$ cat config.mk
export PLATFORM = sky130hd
export DESIGN_NAME = stbr_image_regs
export DESIGN_NICKNAME = d
export VERILOG_FILES = /design/src/core/stbr_pkg.sv /design/src/core/stbr_lane_map.sv /design/src/core/stbr_image_regs.sv
export VERILOG_INCLUDE_DIRS = /design/src /design/src/core
export SDC_FILE = /design/constraint.sdc
export NUM_CORES = 1
export LEC_CHECK = 0
export ABC_AREA = 1
export BUFFER_PORTS_ARGS = -buffer_cell sky130_fd_sc_hd__buf_4
export CORE_MARGIN = 3
export CORE_UTILIZATION = 45
export CTS_CLUSTER_DIAMETER = 60
export CTS_CLUSTER_SIZE = 28
export DETAILED_ROUTE_END_ITERATION = 10
export PLACE_DENSITY_LB_ADDON = 0.15
export SKIP_CTS_REPAIR_TIMING = 1
export SLEW_MARGIN = 10
export SYNTH_ARGS = -nofsm -noshare
export SYNTH_HDL_FRONTEND = slang
export SYNTH_SLANG_ARGS = --single-unit
$ cat constraint.sdc
create_clock -name hclk -period 4.6 [get_ports hclk]
set_clock_uncertainty 0.1 [all_clocks]
set_input_delay 0.92 -clock hclk [delete_from_list [all_inputs] [get_ports hclk]]
set_output_delay 0.92 -clock hclk [all_outputs]
set_load 0.005 [all_outputs]
$ cat src/core/stbr_params.svh
// stbr_params.svh: register indices, reset values and field positions
// assumes: included by bare name from files under core/
`ifndef STBR_PARAMS_SVH
`define STBR_PARAMS_SVH

// register indices (byte address is four times the index)
`define STBR_IDX_W          6
`define STBR_IDX_DIAG       6'h06
`define STBR_IDX_CMD        6'h07
`define STBR_IDX_TYPE       6'h08
`define STBR_IDX_FWVER      6'h09
`define STBR_IDX_MUXSR      6'h0a
`define STBR_IDX_CHAN       6'h0b
`define STBR_IDX_MINLEN     6'h0c
`define STBR_IDX_DSTRUCT    6'h0d
`define STBR_IDX_ALIGN      6'h0f
`define STBR_IDX_HWVER      6'h10
`define STBR_IDX_CODE       6'h1f
`define STBR_IDX_FEATURE    6'h20
`define STBR_IDX_BAUD       6'h21
`define STBR_IDX_RCVTO      6'h22
`define STBR_IDX_TRSTO      6'h23
`define STBR_IDX_LAST_RW    6'h2f
`define STBR_IDX_MODE       6'h30

// reset values and read-only fixed values
`define STBR_RST_ZERO       16'h0000
`define STBR_VAL_MUXSR      16'h0218
`define STBR_VAL_CHAN       16'h0130
`define STBR_VAL_MINLEN     16'h3030
`define STBR_VAL_DSTRUCT    16'h0000
`define STBR_RST_FEATURE    16'h0007
`define STBR_RST_BAUD       16'h0003
`define STBR_RST_RCVTO      16'h0014
`define STBR_RST_TRSTO      16'h0014

// image mode register fields
`define STBR_MODE_W         3
`define STBR_MODE_COMPLETE  0
`define STBR_MODE_BIGEND    1
`define STBR_MODE_WALIGN    2
`define STBR_RST_MODE       3'h1

// address decode
`define STBR_ADDR_HI_ZERO   24'h000000

`endif

$ cat src/core/stbr_pkg.sv
// stbr_pkg: shared types of the terminal image and register block
// assumes: nothing beyond a SystemVerilog compiler
package stbr_pkg;

    // what sits in one byte slot of the process image
    typedef enum logic [2:0]
    {
        LANE_CTRL,
        LANE_D0,
        LANE_D1,
        LANE_D2,
        LANE_D3,
        LANE_D4,
        LANE_PAD
    } stbr_lane_t;

endpackage

$ cat src/core/stbr_lane_map.sv
// stbr_lane_map: works out which byte occupies each process image slot
// assumes: mode bits are stable flops of the same clock; purely combinational
`timescale 1ns/1ps
`default_nettype none
`include "stbr_params.svh"

module stbr_lane_map #(
    parameter int SLOTS = 8                          // image bytes
) (
    input  wire logic [`STBR_MODE_W-1:0] mode,        // image mode bits
    output stbr_pkg::stbr_lane_t          lane [SLOTS] // slot contents
);

    ////////////////////////////////////////////////////////////////////////
    // slot placement
    ////////////////////////////////////////////////////////////////////////

    // walk the slots in order; a pad keeps words on a boundary
    always_comb
    begin
        int  pos;
        logic be;
        logic wa;
        pos = 0;
        be  = mode[`STBR_MODE_BIGEND];
        wa  = mode[`STBR_MODE_WALIGN];
        for (int i = 0; i < SLOTS; i++)
        begin
            lane[i] = stbr_pkg::LANE_PAD;
        end
        if (mode[`STBR_MODE_COMPLETE])
        begin
            lane[0] = stbr_pkg::LANE_CTRL;
            pos     = wa ? 2 : 1;
        end
        // first word: d0/d1, swapped when big-endian
        if (wa && pos[0])
        begin
            pos = pos + 1;
        end
        lane[pos]     = be ? stbr_pkg::LANE_D1 : stbr_pkg::LANE_D0;
        lane[pos + 1] = be ? stbr_pkg::LANE_D0 : stbr_pkg::LANE_D1;
        pos = pos + 2;
        // odd byte d2 sits low, high half padded when aligned
        lane[pos] = stbr_pkg::LANE_D2;
        pos = wa ? pos + 2 : pos + 1;
        // last word: d3/d4
        lane[pos]     = be ? stbr_pkg::LANE_D4 : stbr_pkg::LANE_D3;
        lane[pos + 1] = be ? stbr_pkg::LANE_D3 : stbr_pkg::LANE_D4;
    end

endmodule // stbr_lane_map

`default_nettype wire

$ cat src/core/stbr_image_regs.sv
// stbr_image_regs: process image mapping and register bank of the terminal
// assumes: AHB-Lite single word transfers on hclk; link side bytes come
// from logic on the same clock, so no synchronisers are needed there
// limitation: hsize is not decoded, so any write acts on the whole word
// limitation: a new mode retunes the slot map at the next edge, so one
// image may be mixed while the coupler and the terminal disagree
`timescale 1ns/1ps
`default_nettype none
`include "stbr_params.svh"

module stbr_image_regs #(
    parameter int             SLOTS     = 8,         // process image bytes
    parameter logic [15:0]    TYPE_ID   = 16'h0a5c,  // arbitrary type code
    parameter logic [15:0]    FW_VER    = 16'h0100,  // arbitrary version
    parameter logic [15:0]    HW_VER    = 16'h0001   // arbitrary version
) (
    input  wire logic               hclk,          // bus clock, 250 MHz
    input  wire logic               hresetn,       // async reset, low
    // ahb-lite slave
    input  wire logic               hsel,          // slave select
    input  wire logic [31:0]        haddr,         // byte address
    input  wire logic [1:0]         htrans,        // transfer type
    input  wire logic               hwrite,        // write when high
    input  wire logic [2:0]         hsize,         // word only
    input  wire logic [31:0]        hwdata,        // write data
    input  wire logic               hready,        // bus ready
    output logic                    hreadyout,     // never stalls
    output logic [31:0]             hrdata,        // read data
    output logic                    hresp,         // always okay
    // coupler process image
    input  wire logic [8*SLOTS-1:0] out_image,     // outputs from coupler
    output logic [8*SLOTS-1:0]      in_image,      // inputs to coupler
    // link side
    input  wire logic [39:0]        link_rx_data,  // received data bytes
    input  wire logic [7:0]         link_status,   // status byte source
    output logic [39:0]             link_tx_data,  // data bytes to send
    output logic [7:0]              link_control,  // control byte out
    output logic [15:0]             feature_word,  // feature setting
    output logic [15:0]             line_speed,    // baud rate code
    output logic [15:0]             rcv_timeout,   // receive timeout
    output logic [15:0]             trs_timeout    // transmit timeout
);

    // the writable span runs from the alignment word to the last spare
    localparam int RW_BASE = `STBR_IDX_ALIGN;      // first writable index
    localparam int RW_CNT  = `STBR_IDX_LAST_RW - `STBR_IDX_ALIGN + 1; // writable words

    ////////////////////////////////////////////////////////////////////////
    // declarations
    ////////////////////////////////////////////////////////////////////////

    // image side: slot map and mode word
    stbr_pkg::stbr_lane_t         lane [SLOTS];       // slot map
    logic [`STBR_MODE_W-1:0]      mode;               // image mode
    logic [`STBR_MODE_W-1:0]      next_mode;
    // bus side: storage and the pending write
    logic [15:0]                  bank [RW_CNT];      // writable words
    logic [15:0]                  next_bank [RW_CNT];
    logic                         wr_pend;            // write data phase
    logic                         next_wr_pend;
    logic [`STBR_IDX_W-1:0]       wr_idx;             // latched index
    logic [`STBR_IDX_W-1:0]       next_wr_idx;
    logic                         wr_ok;              // upper address was zero
    logic                         next_wr_ok;
    logic [31:0]                  next_hrdata;
    logic [8*SLOTS-1:0]           next_in_image;
    logic [39:0]                  next_link_tx;
    logic [7:0]                   next_link_ctrl;
    // diagnostic copy of the status byte
    logic [7:0]                   status_q;           // last status byte
    logic [7:0]                   next_status;
    // address phase decode, combinational
    logic                         addr_hit;           // valid address phase
    logic [`STBR_IDX_W-1:0]       a_idx;              // address phase index
    logic                         a_mapped;           // upper address zero

    // rw bank reset value for one index
    // hardware version is a parameter so each build carries its own
    function automatic logic [15:0] rw_reset(input int i);
        case (i + RW_BASE)
            `STBR_IDX_HWVER:   rw_reset = HW_VER;
            `STBR_IDX_FEATURE: rw_reset = `STBR_RST_FEATURE;
            `STBR_IDX_BAUD:    rw_reset = `STBR_RST_BAUD;
            `STBR_IDX_RCVTO:   rw_reset = `STBR_RST_RCVTO;
            `STBR_IDX_TRSTO:   rw_reset = `STBR_RST_TRSTO;
            default:           rw_reset = `STBR_RST_ZERO;
        endcase
    endfunction

    ////////////////////////////////////////////////////////////////////////
    // slot map
    ////////////////////////////////////////////////////////////////////////

    stbr_lane_map #(
        .SLOTS (SLOTS)
    ) u_lane_map (
        .mode  (mode),
        .lane  (lane)
    );

    ////////////////////////////////////////////////////////////////////////
    // ahb address phase decode
    ////////////////////////////////////////////////////////////////////////

    // zero wait states: the answer is always ready and okay
    // hresp stays low: no access here can fail
    assign hreadyout = 1'b1;
    assign hresp     = 1'b0;
    assign addr_hit  = hsel && htrans[1] && hready;
    // byte address is four times the index; the two low bits are ignored
    assign a_idx     = haddr[`STBR_IDX_W+1:2];
    // any upper address bit set makes the access unmapped: it reads zero
    assign a_mapped  = (haddr[31:8] == `STBR_ADDR_HI_ZERO);

    ////////////////////////////////////////////////////////////////////////
    // register bank and bus next state
    ////////////////////////////////////////////////////////////////////////

    // write lands in the data phase; read data is fetched in the address
    // phase so hrdata is a flop by the data phase
    // hazard: a read whose address phase overlaps a write's data phase
    // fetches the old word; a master that waits for each data phase
    // before the next address never meets this
    always_comb
    begin
        // address phase: remember where the data phase will go
        next_wr_pend = addr_hit && hwrite;
        next_wr_idx  = addr_hit ? a_idx : wr_idx;
        next_wr_ok   = addr_hit ? a_mapped : wr_ok;
        // every word holds unless a mapped write lands
        next_mode    = mode;
        for (int i = 0; i < RW_CNT; i++)
        begin
            next_bank[i] = bank[i];
        end
        if (wr_pend && wr_ok)
        begin
            // read-only indices quietly drop the write
            if (wr_idx == `STBR_IDX_MODE)
            begin
                next_mode = hwdata[`STBR_MODE_W-1:0];
            end
            // storage words, spares included
            else if (wr_idx >= 6'(RW_BASE) && wr_idx <= `STBR_IDX_LAST_RW)
            begin
                next_bank[wr_idx - 6'(RW_BASE)] = hwdata[15:0];
            end
        end
        // read mux: narrower words sit low, upper bits read as zero
        // unmapped words fall through to zero as well
        next_hrdata = hrdata;
        if (addr_hit && !hwrite)
        begin
            next_hrdata = 32'h00000000;
            if (a_mapped)
            begin
                case (a_idx)
                    `STBR_IDX_DIAG:    next_hrdata[15:0] = {link_control, status_q};
                    `STBR_IDX_CMD:     next_hrdata[15:0] = `STBR_RST_ZERO;
                    `STBR_IDX_TYPE:    next_hrdata[15:0] = TYPE_ID;
                    `STBR_IDX_FWVER:   next_hrdata[15:0] = FW_VER;
                    `STBR_IDX_MUXSR:   next_hrdata[15:0] = `STBR_VAL_MUXSR;
                    `STBR_IDX_CHAN:    next_hrdata[15:0] = `STBR_VAL_CHAN;
                    `STBR_IDX_MINLEN:  next_hrdata[15:0] = `STBR_VAL_MINLEN;
                    `STBR_IDX_DSTRUCT: next_hrdata[15:0] = `STBR_VAL_DSTRUCT;
                    `STBR_IDX_MODE:    next_hrdata[`STBR_MODE_W-1:0] = mode;
                    default:
                    begin
                        // writable bank, unused words included
                        if (a_idx >= 6'(RW_BASE) && a_idx <= `STBR_IDX_LAST_RW)
                        begin
                            next_hrdata[15:0] = bank[a_idx - 6'(RW_BASE)];
                        end
                    end
                endcase
            end
        end
    end

    // bus and bank flops
    // reset loads constants only: setting defaults, the parameter version and the mode
    always_ff @(posedge hclk or negedge hresetn)
    begin
        if (!hresetn)
        begin
            wr_pend <= 1'b0;
            wr_idx  <= '0;
            wr_ok   <= 1'b0;
            hrdata  <= 32'h00000000;
            mode    <= `STBR_RST_MODE;
            for (int i = 0; i < RW_CNT; i++)
            begin
                bank[i] <= rw_reset(i);
            end
        end
        else
        begin
            wr_pend <= next_wr_pend;
            wr_idx  <= next_wr_idx;
            wr_ok   <= next_wr_ok;
            hrdata  <= next_hrdata;
            mode    <= next_mode;
            for (int i = 0; i < RW_CNT; i++)
            begin
                bank[i] <= next_bank[i];
            end
        end
    end

    // settings that steer the serial side
    // fixed slots of the bank, read by the serial side every cycle
    assign feature_word = bank[`STBR_IDX_FEATURE - 6'(RW_BASE)];
    assign line_speed   = bank[`STBR_IDX_BAUD - 6'(RW_BASE)];
    assign rcv_timeout  = bank[`STBR_IDX_RCVTO - 6'(RW_BASE)];
    assign trs_timeout  = bank[`STBR_IDX_TRSTO - 6'(RW_BASE)];

    ////////////////////////////////////////////////////////////////////////
    // process image packing and unpacking
    ////////////////////////////////////////////////////////////////////////

    // inputs image is built from link bytes; outputs image is split back
    // into link bytes with the same slot map, so both directions mirror
    // in complete mode control byte and status byte share slot zero, one per direction
    always_comb
    begin
        // status copy for the diagnostic word, one edge late
        next_status    = link_status;
        next_in_image  = '0;
        next_link_tx   = '0;
        next_link_ctrl = 8'h00;
        for (int s = 0; s < SLOTS; s++)
        begin
            case (lane[s])
                stbr_pkg::LANE_CTRL:
                begin
                    next_in_image[8*s +: 8] = link_status;
                    next_link_ctrl          = out_image[8*s +: 8];
                end
                stbr_pkg::LANE_D0:
                begin
                    next_in_image[8*s +: 8] = link_rx_data[7:0];
                    next_link_tx[7:0]       = out_image[8*s +: 8];
                end
                stbr_pkg::LANE_D1:
                begin
                    next_in_image[8*s +: 8] = link_rx_data[15:8];
                    next_link_tx[15:8]      = out_image[8*s +: 8];
                end
                stbr_pkg::LANE_D2:
                begin
                    next_in_image[8*s +: 8] = link_rx_data[23:16];
                    next_link_tx[23:16]     = out_image[8*s +: 8];
                end
                stbr_pkg::LANE_D3:
                begin
                    next_in_image[8*s +: 8] = link_rx_data[31:24];
                    next_link_tx[31:24]     = out_image[8*s +: 8];
                end
                stbr_pkg::LANE_D4:
                begin
                    next_in_image[8*s +: 8] = link_rx_data[39:32];
                    next_link_tx[39:32]     = out_image[8*s +: 8];
                end
                default:
                begin
                    // pad slot stays zero toward the coupler
                    // and an outputs byte in a pad slot is dropped
                    next_in_image[8*s +: 8] = 8'h00;
                end
            endcase
        end
    end

    // image flops: one cycle from either source to its destination
    // a pad slot clears at reset like the data slots, so no stale byte
    always_ff @(posedge hclk or negedge hresetn)
    begin
        if (!hresetn)
        begin
            in_image     <= '0;
            link_tx_data <= 40'h0000000000;
            link_control <= 8'h00;
            status_q     <= 8'h00;
        end
        else
        begin
            in_image     <= next_in_image;
            link_tx_data <= next_link_tx;
            link_control <= next_link_ctrl;
            status_q     <= next_status;
        end
    end

endmodule // stbr_image_regs

`default_nettype wire

# ---- Yosys cells after proc, flatten, opt, wreduce, memory -nomap -nowiden
# Cells that the tools add are included.
dict set report classes {
  n_addsub 8
  order_cmp 17
  eq_ne 50
  mux 89
  n_bitwise 11
  n_reduce_logical 28
}
# op n
set ops {}
lappend ops {{528-bit bitwise mux} 1}
lappend ops {{8-bit 2-to-1 mux} 48}
lappend ops {{8-bit one-hot mux with 6 select lines} 8}
lappend ops {{32-bit by 4-bit >= comparator with 1-bit output (second input constant)} 5}
lappend ops {{32-bit by 1-bit < comparator with 1-bit output (second input constant)} 5}
lappend ops {{32-bit NOT} 5}
lappend ops {{32-bit by 2-bit adder with 32-bit output (second input constant)} 4}
lappend ops {{16-bit binary-select mux with 6-bit select} 1}
lappend ops {{24-bit bitwise mux} 4}
lappend ops {{16-bit demux with 6-bit select} 1}
lappend ops {{32-bit 2-to-1 mux} 3}
lappend ops {{13-bit one-hot mux with 7 select lines} 1}
lappend ops {{16-bit 2-to-1 mux} 5}
lappend ops {{32-bit by 3-bit adder with 32-bit output (second input constant)} 2}
lappend ops {{3-bit by 2-bit == test with 1-bit output (second input constant)} 16}
lappend ops {{3-bit == test (second input constant)} 16}
lappend ops {{3-bit demux with 3-bit select} 5}
lappend ops {{6-bit by 4-bit == test with 1-bit output (second input constant)} 6}
lappend ops {{3-bit by 1-bit == test with 1-bit output (second input constant)} 8}
lappend ops {{24-bit zero test} 1}
lappend ops {{3-bit zero test} 8}
lappend ops {{3-bit 2-to-1 mux} 6}
lappend ops {{16-bit OR} 1}
lappend ops {{7-bit >= comparator (second input constant)} 2}
lappend ops {{other kinds (19)} 41}
dict set report word_totals {
  regBits 675
  input_bits 186
  output_inout_bits 210
  word_cells 245
}

# ---- Longest topological paths before layout
dict set report logic_depth {
  depth_word 23
  depth_mapped 26
  depth_no_buf 25
}

# ---- Modules after synthesis
# From an unflattened synthesis, not the netlist that was laid out.
dict set report hier_totals {
  cells_unflattened 5167
  area_unflattened_um2 37213.2
}
# module n_inst cells_per_inst area_per_inst_um2 seq_area_each_um2
set modules_own_cells {}
lappend modules_own_cells {stbr_image_regs 1 5025 36397.4 16905.0}
lappend modules_own_cells {stbr_lane_map 1 142 815.8 0.0}

# ---- Worst setup path before layout
# No wires, ideal clock.
dict set report synth_timing {
  kind {input-to-reg}
  start {in haddr[2]}
  end {reg hrdata[14]}
  setup_time_ns 0.066
  arrival_ns 3.358
  required_ns 4.434
  path_slack_ns 1.076
  cell_stages 18
  path_buffers 5
  path_cell_list {inv_2 clkbuf_1 clkbuf_1 ha_1 clkbuf_1 inv_1 buf_2 clkbuf_1 o21ai_0 o221ai_1 o211ai_1 o211ai_1 nand3_1 o21ai_0 nand3_1 nand2_1 nand2_1 nand2_1}
}
dict set report synth_between {
  elab_chain_len 8
  elab_cells_between_ends 21
  classes_between {1 x add/sub; 2 x order compare; 9 x eq/ne; 6 x mux; 1 x bitwise; 2 x reduce/logical}
}
# item line
set synth_rtl {}
lappend synth_rtl {{start: declaration} stbr_image_regs.sv:21} ;# input wire logic [31:0] haddr,
lappend synth_rtl {{6-bit by 4-bit subtractor with 6-bit output} stbr_image_regs.sv:172} ;# next_hrdata[15:0] = bank[a_idx - 6'(RW_BASE)];
lappend synth_rtl {{6-bit NOT with 7-bit output (not written as such)} stbr_image_regs.sv:172}
lappend synth_rtl {{16-bit binary-select mux with 6-bit select} stbr_image_regs.sv:172}
lappend synth_rtl {{16-bit 2-to-1 mux (not written as such) (2 in a row)} stbr_image_regs.sv:172}
lappend synth_rtl {{16-bit 2-to-1 mux} stbr_image_regs.sv:170} ;# if (a_idx >= 6'(RW_BASE) && a_idx <= `STBR_IDX_LAST_RW)
lappend synth_rtl {{13-bit one-hot mux with 7 select lines (*)} stbr_image_regs.sv:157} ;# case (a_idx)
lappend synth_rtl {{16-bit 2-to-1 mux (*)} stbr_image_regs.sv:155} ;# if (a_mapped)
lappend synth_rtl {{end signal: assignment} stbr_image_regs.sv:201} ;# hrdata <= next_hrdata;
lappend synth_rtl {{end: declaration} stbr_image_regs.sv:28} ;# output logic [31:0] hrdata,
# Every way passes the cells marked *; elsewhere a longest branch is shown, timed or not. The select of a mux whose other input is x is not followed.
# A chain may end at the register's enable or synchronous reset.

# ---- Worst setup path after layout
dict set report layout_timing {
  start {reg mode[0]}
  end {reg in_image[3]}
}
dict set report layout_between {
  elab_chain_len 15
  elab_cells_between_ends 55
  classes_between {6 x add/sub; 10 x order compare; 5 x eq/ne; 19 x mux; 8 x bitwise; 7 x reduce/logical}
}
# item line
set layout_rtl {}
lappend layout_rtl {{start: declaration} stbr_image_regs.sv:54} ;# logic [`STBR_MODE_W-1:0] mode;
lappend layout_rtl {{start signal: assignment} stbr_image_regs.sv:190} ;# mode <= `STBR_RST_MODE;
lappend layout_rtl {{start signal: assignment} stbr_image_regs.sv:202} ;# mode <= next_mode;
lappend layout_rtl {{32-bit 2-to-1 mux} stbr_lane_map.sv:31} ;# if (mode[`STBR_MODE_COMPLETE])
lappend layout_rtl {{32-bit by 2-bit adder with 32-bit output or 1-bit logical AND (tied branches)} {stbr_lane_map.sv:39, stbr_lane_map.sv:37}}
lappend layout_rtl {{32-bit 2-to-1 mux} stbr_lane_map.sv:37} ;# if (wa && pos[0])
lappend layout_rtl {{32-bit by 3-bit adder with 32-bit output (tied with other cells)} stbr_lane_map.sv:43} ;# pos = pos + 2;
lappend layout_rtl {{32-bit by 2-bit adder with 32-bit output (tied with other cells)} stbr_lane_map.sv:46} ;# pos = wa ? pos + 2 : pos + 1;
lappend layout_rtl {{32-bit 2-to-1 mux (tied with other cells)} stbr_lane_map.sv:46}
lappend layout_rtl {{32-bit by 2-bit adder with 32-bit output (tied with other cells)} stbr_lane_map.sv:49} ;# lane[pos + 1] = be ? stbr_pkg::LANE_D3 : stbr_pkg::LANE_D4;
lappend layout_rtl {{32-bit NOT (tied with other cells)} stbr_lane_map.sv:49}
lappend layout_rtl {{32-bit by 4-bit >= comparator with 1-bit output (not written as such) (tied with other cells)} stbr_lane_map.sv:49}
lappend layout_rtl {{1-bit logical AND (not written as such) (tied with other cells)} stbr_lane_map.sv:49}
lappend layout_rtl {{3-bit 2-to-1 mux (tied with other cells)} stbr_lane_map.sv:49}
lappend layout_rtl {{3-bit demux with 3-bit select or 24-bit bitwise mux (tied branches)} {stbr_lane_map.sv:49, stbr_lane_map.sv:48}}
lappend layout_rtl {{24-bit bitwise mux (*)} stbr_lane_map.sv:49}
lappend layout_rtl {{3-bit == test (tied with other cells)} stbr_image_regs.sv:233} ;# case (lane[s])
lappend layout_rtl {{8-bit one-hot mux with 6 select lines (*)} stbr_image_regs.sv:233}
lappend layout_rtl {{named net next_in_image[3]} stbr_image_regs.sv:66} ;# logic [8*SLOTS-1:0] next_in_image;
lappend layout_rtl {{end signal: assignment} stbr_image_regs.sv:287} ;# in_image <= next_in_image;
lappend layout_rtl {{end: declaration} stbr_image_regs.sv:32} ;# output logic [8*SLOTS-1:0] in_image,
# Mark *: on every way through the listed nets, which the timed path passes. The rest lies on a longest branch.

==> results.yml <==
timing:
  final_min_period_over_clock_period: 0.898
  max_freq_ghz: 0.242
  final_hold_viol_count: 0
  finalSetupViolations: 0
  slew_headroom: 0.141
  rsz0062_at_grt: "no"
  final_worst_setup_slack_ns: 0.467
  tightestPinTransition_ns: 1.28
  timing.final.max_slew_violations: 0
  period_minus_slack_ns: 4.13
  totalNegativeSetupSlack_ns: 0
power_and_ir_drop:
  power_density_nw_per_um2: 323
  p_switching_mw: 3.72
  switching_share: 0.290
  clockPowerShare: 0.412
  power.sequential.fraction: 0.469
  power_leakage_nw: 18.7
  share_of_power_burned_in_combinational_logic: 0.119
  max-vdd-ir-drop_v: 0.000272
  intPower_mw: 9.11
placed_design:
  port_buffers: 355
  place.detailed.hpwl_um: 93200
  place.gp.congestion: 1.08
  dp_worst_setup_slack_ns: 0.538
finish:
  nNetsFinal: 4774
  synthToLayoutAreaGrowth_pct: 15.3
  post_route_cells_drive_above_1_share: 0.139
worst_setup_path:
  critPathArrivalTime_ns: 4.52
  cpPeakStageDelay_ns: 0.63
  timing.setup.critical_path_class: "register to register"
  cell_with_the_most_instances_on_the_worst_path: "nand2_1"
  critical_path.endpoint_type: "register"
  crit_path_start_kind: "register"
  cp_top_family: "simple AND/OR/NAND/NOR gates"
  path_max_fanout: 14
  cp_cell_sequence: "ha_1 -> ha_1 -> nand3_2 -> nor2_4 -> inv_1 -> ha_1 -> nor2_1 -> nand2_1 -> nand3_2 -> nand2_1 -> nand2_1 -> nand2_1 -> nand2_2 -> nand2_2 -> nor2_4 -> inv_1 -> o221ai_1"
  critical_path_buf_inv_count: 2
  critical-path-slowest-cell: "dfstp_2"
  worst_ep_required_time_ns: 4.99
floorplan:
  placeableCoreArea_um2: 75200
  pin_count: 396
  die_area_um2: 80000
  die_height_um: 283
  num_rows: 100
  initial_util: 0.459
  chipWidth_um: 283
synth:
  post_synth.cell_area_avg_um2: 7.79
  yosysWarningCount: 0
  yosysMostFrequentCell: "nand2_1"
  synth.yosys.seq_area_share: 0.490
  synthFlopType: "dfrtp_1"
  synth_top_cells_by_count: "nand2_1 (946), o21ai_0 (768), dfrtp_1 (664), inv_1 (378), nor2_1 (339)"
  synth.area.top_cells: "dfrtp_1 (48%), o21ai_0 (11%), nand2_1 (10%)"
  synthArstFlopShare: 1.00
  synth_area_um2: 34500
  yosys.area.top_type_share: 0.482
  synth_cell_types: 47
  ys_ff_latch: 675
  synth-edff-count: 0
  synth_cells: 4429
  synth_largest_area_cell: "dfrtp_1"
global_route:
  globalRouteOverflowTotal: 0
  grt_pass1_wl_um: 200000
  grt_start_max_net_pins: 180
  vias_in_the_first_global_route: 30300
  antenna_found_initial: 6
  gr-usage-all-layers: 0.336
drt:
  drt_pass1_iterations: 8
  dr_total_vias: 32800
  drt-initial-drc-count: 3974
  vias_per_cell: 5.82
  routedWlPerCell_um: 24.3
  detail-route-antenna-nets: 0
  wirelength_um: 137000
  remaining_drc_errors: 0
job:
  drv.max_cap_violation_count: 0
clocking:
  ctsRootBufferMaster: "clkbuf_16"
  clock_path_buffers: 3
  cts_sinks: 675
  clk_pin_slew_worst_paths_ns: 0.07
  cts_max_level: 2
  clock_insertion_delay_worst_skew_ns: 0.65
  tritoncts: "yes"
  cts_buffers: 54
hold_path:
  holdCritPathClass: "primary input to asynchronous set/reset pin"
status:
  outcome: "finished clean"
final timing paths:
check	from	endpoint	slack, ns	depth (start not counted)
worst max-delay path	mode[0]$_DFFE_PN1P_	in_image[3]$_DFF_PN0_	0.47	17
worst min-delay path	hresetn	bank[393]$_DFFE_PN0P_	0.23	1
worst max register to register	mode[0]$_DFFE_PN1P_	in_image[3]$_DFF_PN0_	0.47	17
worst min register to register	bank[465]$_DFFE_PN0P_	bank[465]$_DFFE_PN0P_	0.38	2
max in group asynchronous	hresetn	bank[496]$_DFFE_PN1P_	3.16	2
min in group hclk	link_status[1]	status_q[1]$_DFF_PN0_	0.31	1
power by group through the flow:
stage	registers, mW	clock network, mW	logic [mW]
2_1_floorplan	6.13	0	0.669
3_3_place_gp	6.14	0	1.50
3_5_place_dp	6.14	0	1.50
4_1_cts	6.02	5.37	1.50
5_1_grt	6.03	5.60	1.64
6_report	6.02	5.28	1.53
per-layer routing:
metal  share of wire  GRT usage
met1            0.43      0.486
met2            0.43      0.496
met3           0.095     0.0676
met4           0.044      0.131
met5               0          0
kinds of logic after synthesis:
| group | after synthesis | synth area share |
|---|---|---|
| buffers and inverters | 788 | 0.0960 |
| XOR/XNOR | 5 | 0.00149 |
| flip-flops | 675 | 0.490 |
| adder cells (fa/ha/maj) | 19 | 0.00689 |
| AO/OA/AOI/OAI | 1383 | 0.221 |
| other | 2 | 0.000218 |
| AND/OR/NAND/NOR | 1557 | 0.184 |
final cells by class:
type                    count  area [um^2]
diodes                      3         7.51
clock buffers              59         1390
clock inverters            40          597
fillers                  7312        35400
inverters                 395         1490
multi-input cells        2983        14400
flip-flops and latches    675        16900
well taps                1020         1280
repair buffers            460         3670
sequential cells by signal, indices dropped and copies added, names as in the netlist:
register	flops
link_control	8
line_speed	16
hrdata	16
wr_ok	1
rcv_timeout	16
link_tx_data	40
feature_word	16
trs_timeout	16
wr_pend	1
bank	464
wr_idx	6
status_q	8
mode	3
in_image	64
placed cells by master, fill, tap and decap left out, types with 4 or more instances in the layout:
master | netlist | final
a21oi_1 | 283 | 283
a221oi_1 | 12 | 12
a22oi_1 | 8 | 8
a31oi_1 | 16 | 16
buf_12 | 0 | 16
buf_4 | 83 | 442
bufinv_16 | 0 | 6
clkbuf_16 | 0 | 54
clkinv_1 | 4 | 6
clkinv_4 | 0 | 4
clkinv_8 | 0 | 4
conb_1 | 2 | 19
dfrtp_1 | 664 | 664
dfstp_2 | 11 | 11
ha_1 | 19 | 18
inv_1 | 378 | 374
inv_16 | 0 | 4
inv_2 | 13 | 14
inv_6 | 0 | 7
inv_8 | 0 | 6
nand2_1 | 946 | 945
nand2_2 | 5 | 6
nand3_1 | 195 | 195
nand3_2 | 4 | 4
nand4_1 | 21 | 21
nor2_1 | 339 | 329
nor2_2 | 8 | 13
nor2_4 | 5 | 10
nor3_1 | 7 | 6
nor4_1 | 7 | 7
o211ai_1 | 118 | 118
o21ai_0 | 768 | 768
o21ai_1 | 24 | 24
o221ai_1 | 41 | 41
o22ai_1 | 101 | 101
or2_2 | 10 | 10
through the flow:
stage	utilization	std cells	power (mW)	hold slack [ns]	area [um^2]
finish	0.529	5635	12.8	0.228	39800
global route	0.529	5634	13.3	0.266	39800
CTS	0.529	5632	12.9	0.238	39800
detailed placement	0.502	5533	7.64	0.367	37800
global placement	0.502	5533	7.64	0.360	37800
floorplan	-	4446	6.80	0.346	34600
worst register-to-register path, cell delays in order (launching register included):
cell,delay (ns)
dfstp_2,0.63
ha_1,0.31
ha_1,0.26
nand3_2,0.12
nor2_4,0.17
inv_1,0.06
ha_1,0.28
nor2_1,0.08
nand2_1,0.14
nand3_2,0.13
nand2_1,0.06
nand2_1,0.06
nand2_1,0.08
nand2_2,0.26
nand2_2,0.13
nor2_4,0.44
inv_1,0.28
o221ai_1,0.39
Power figures use the tool's default switching activity.
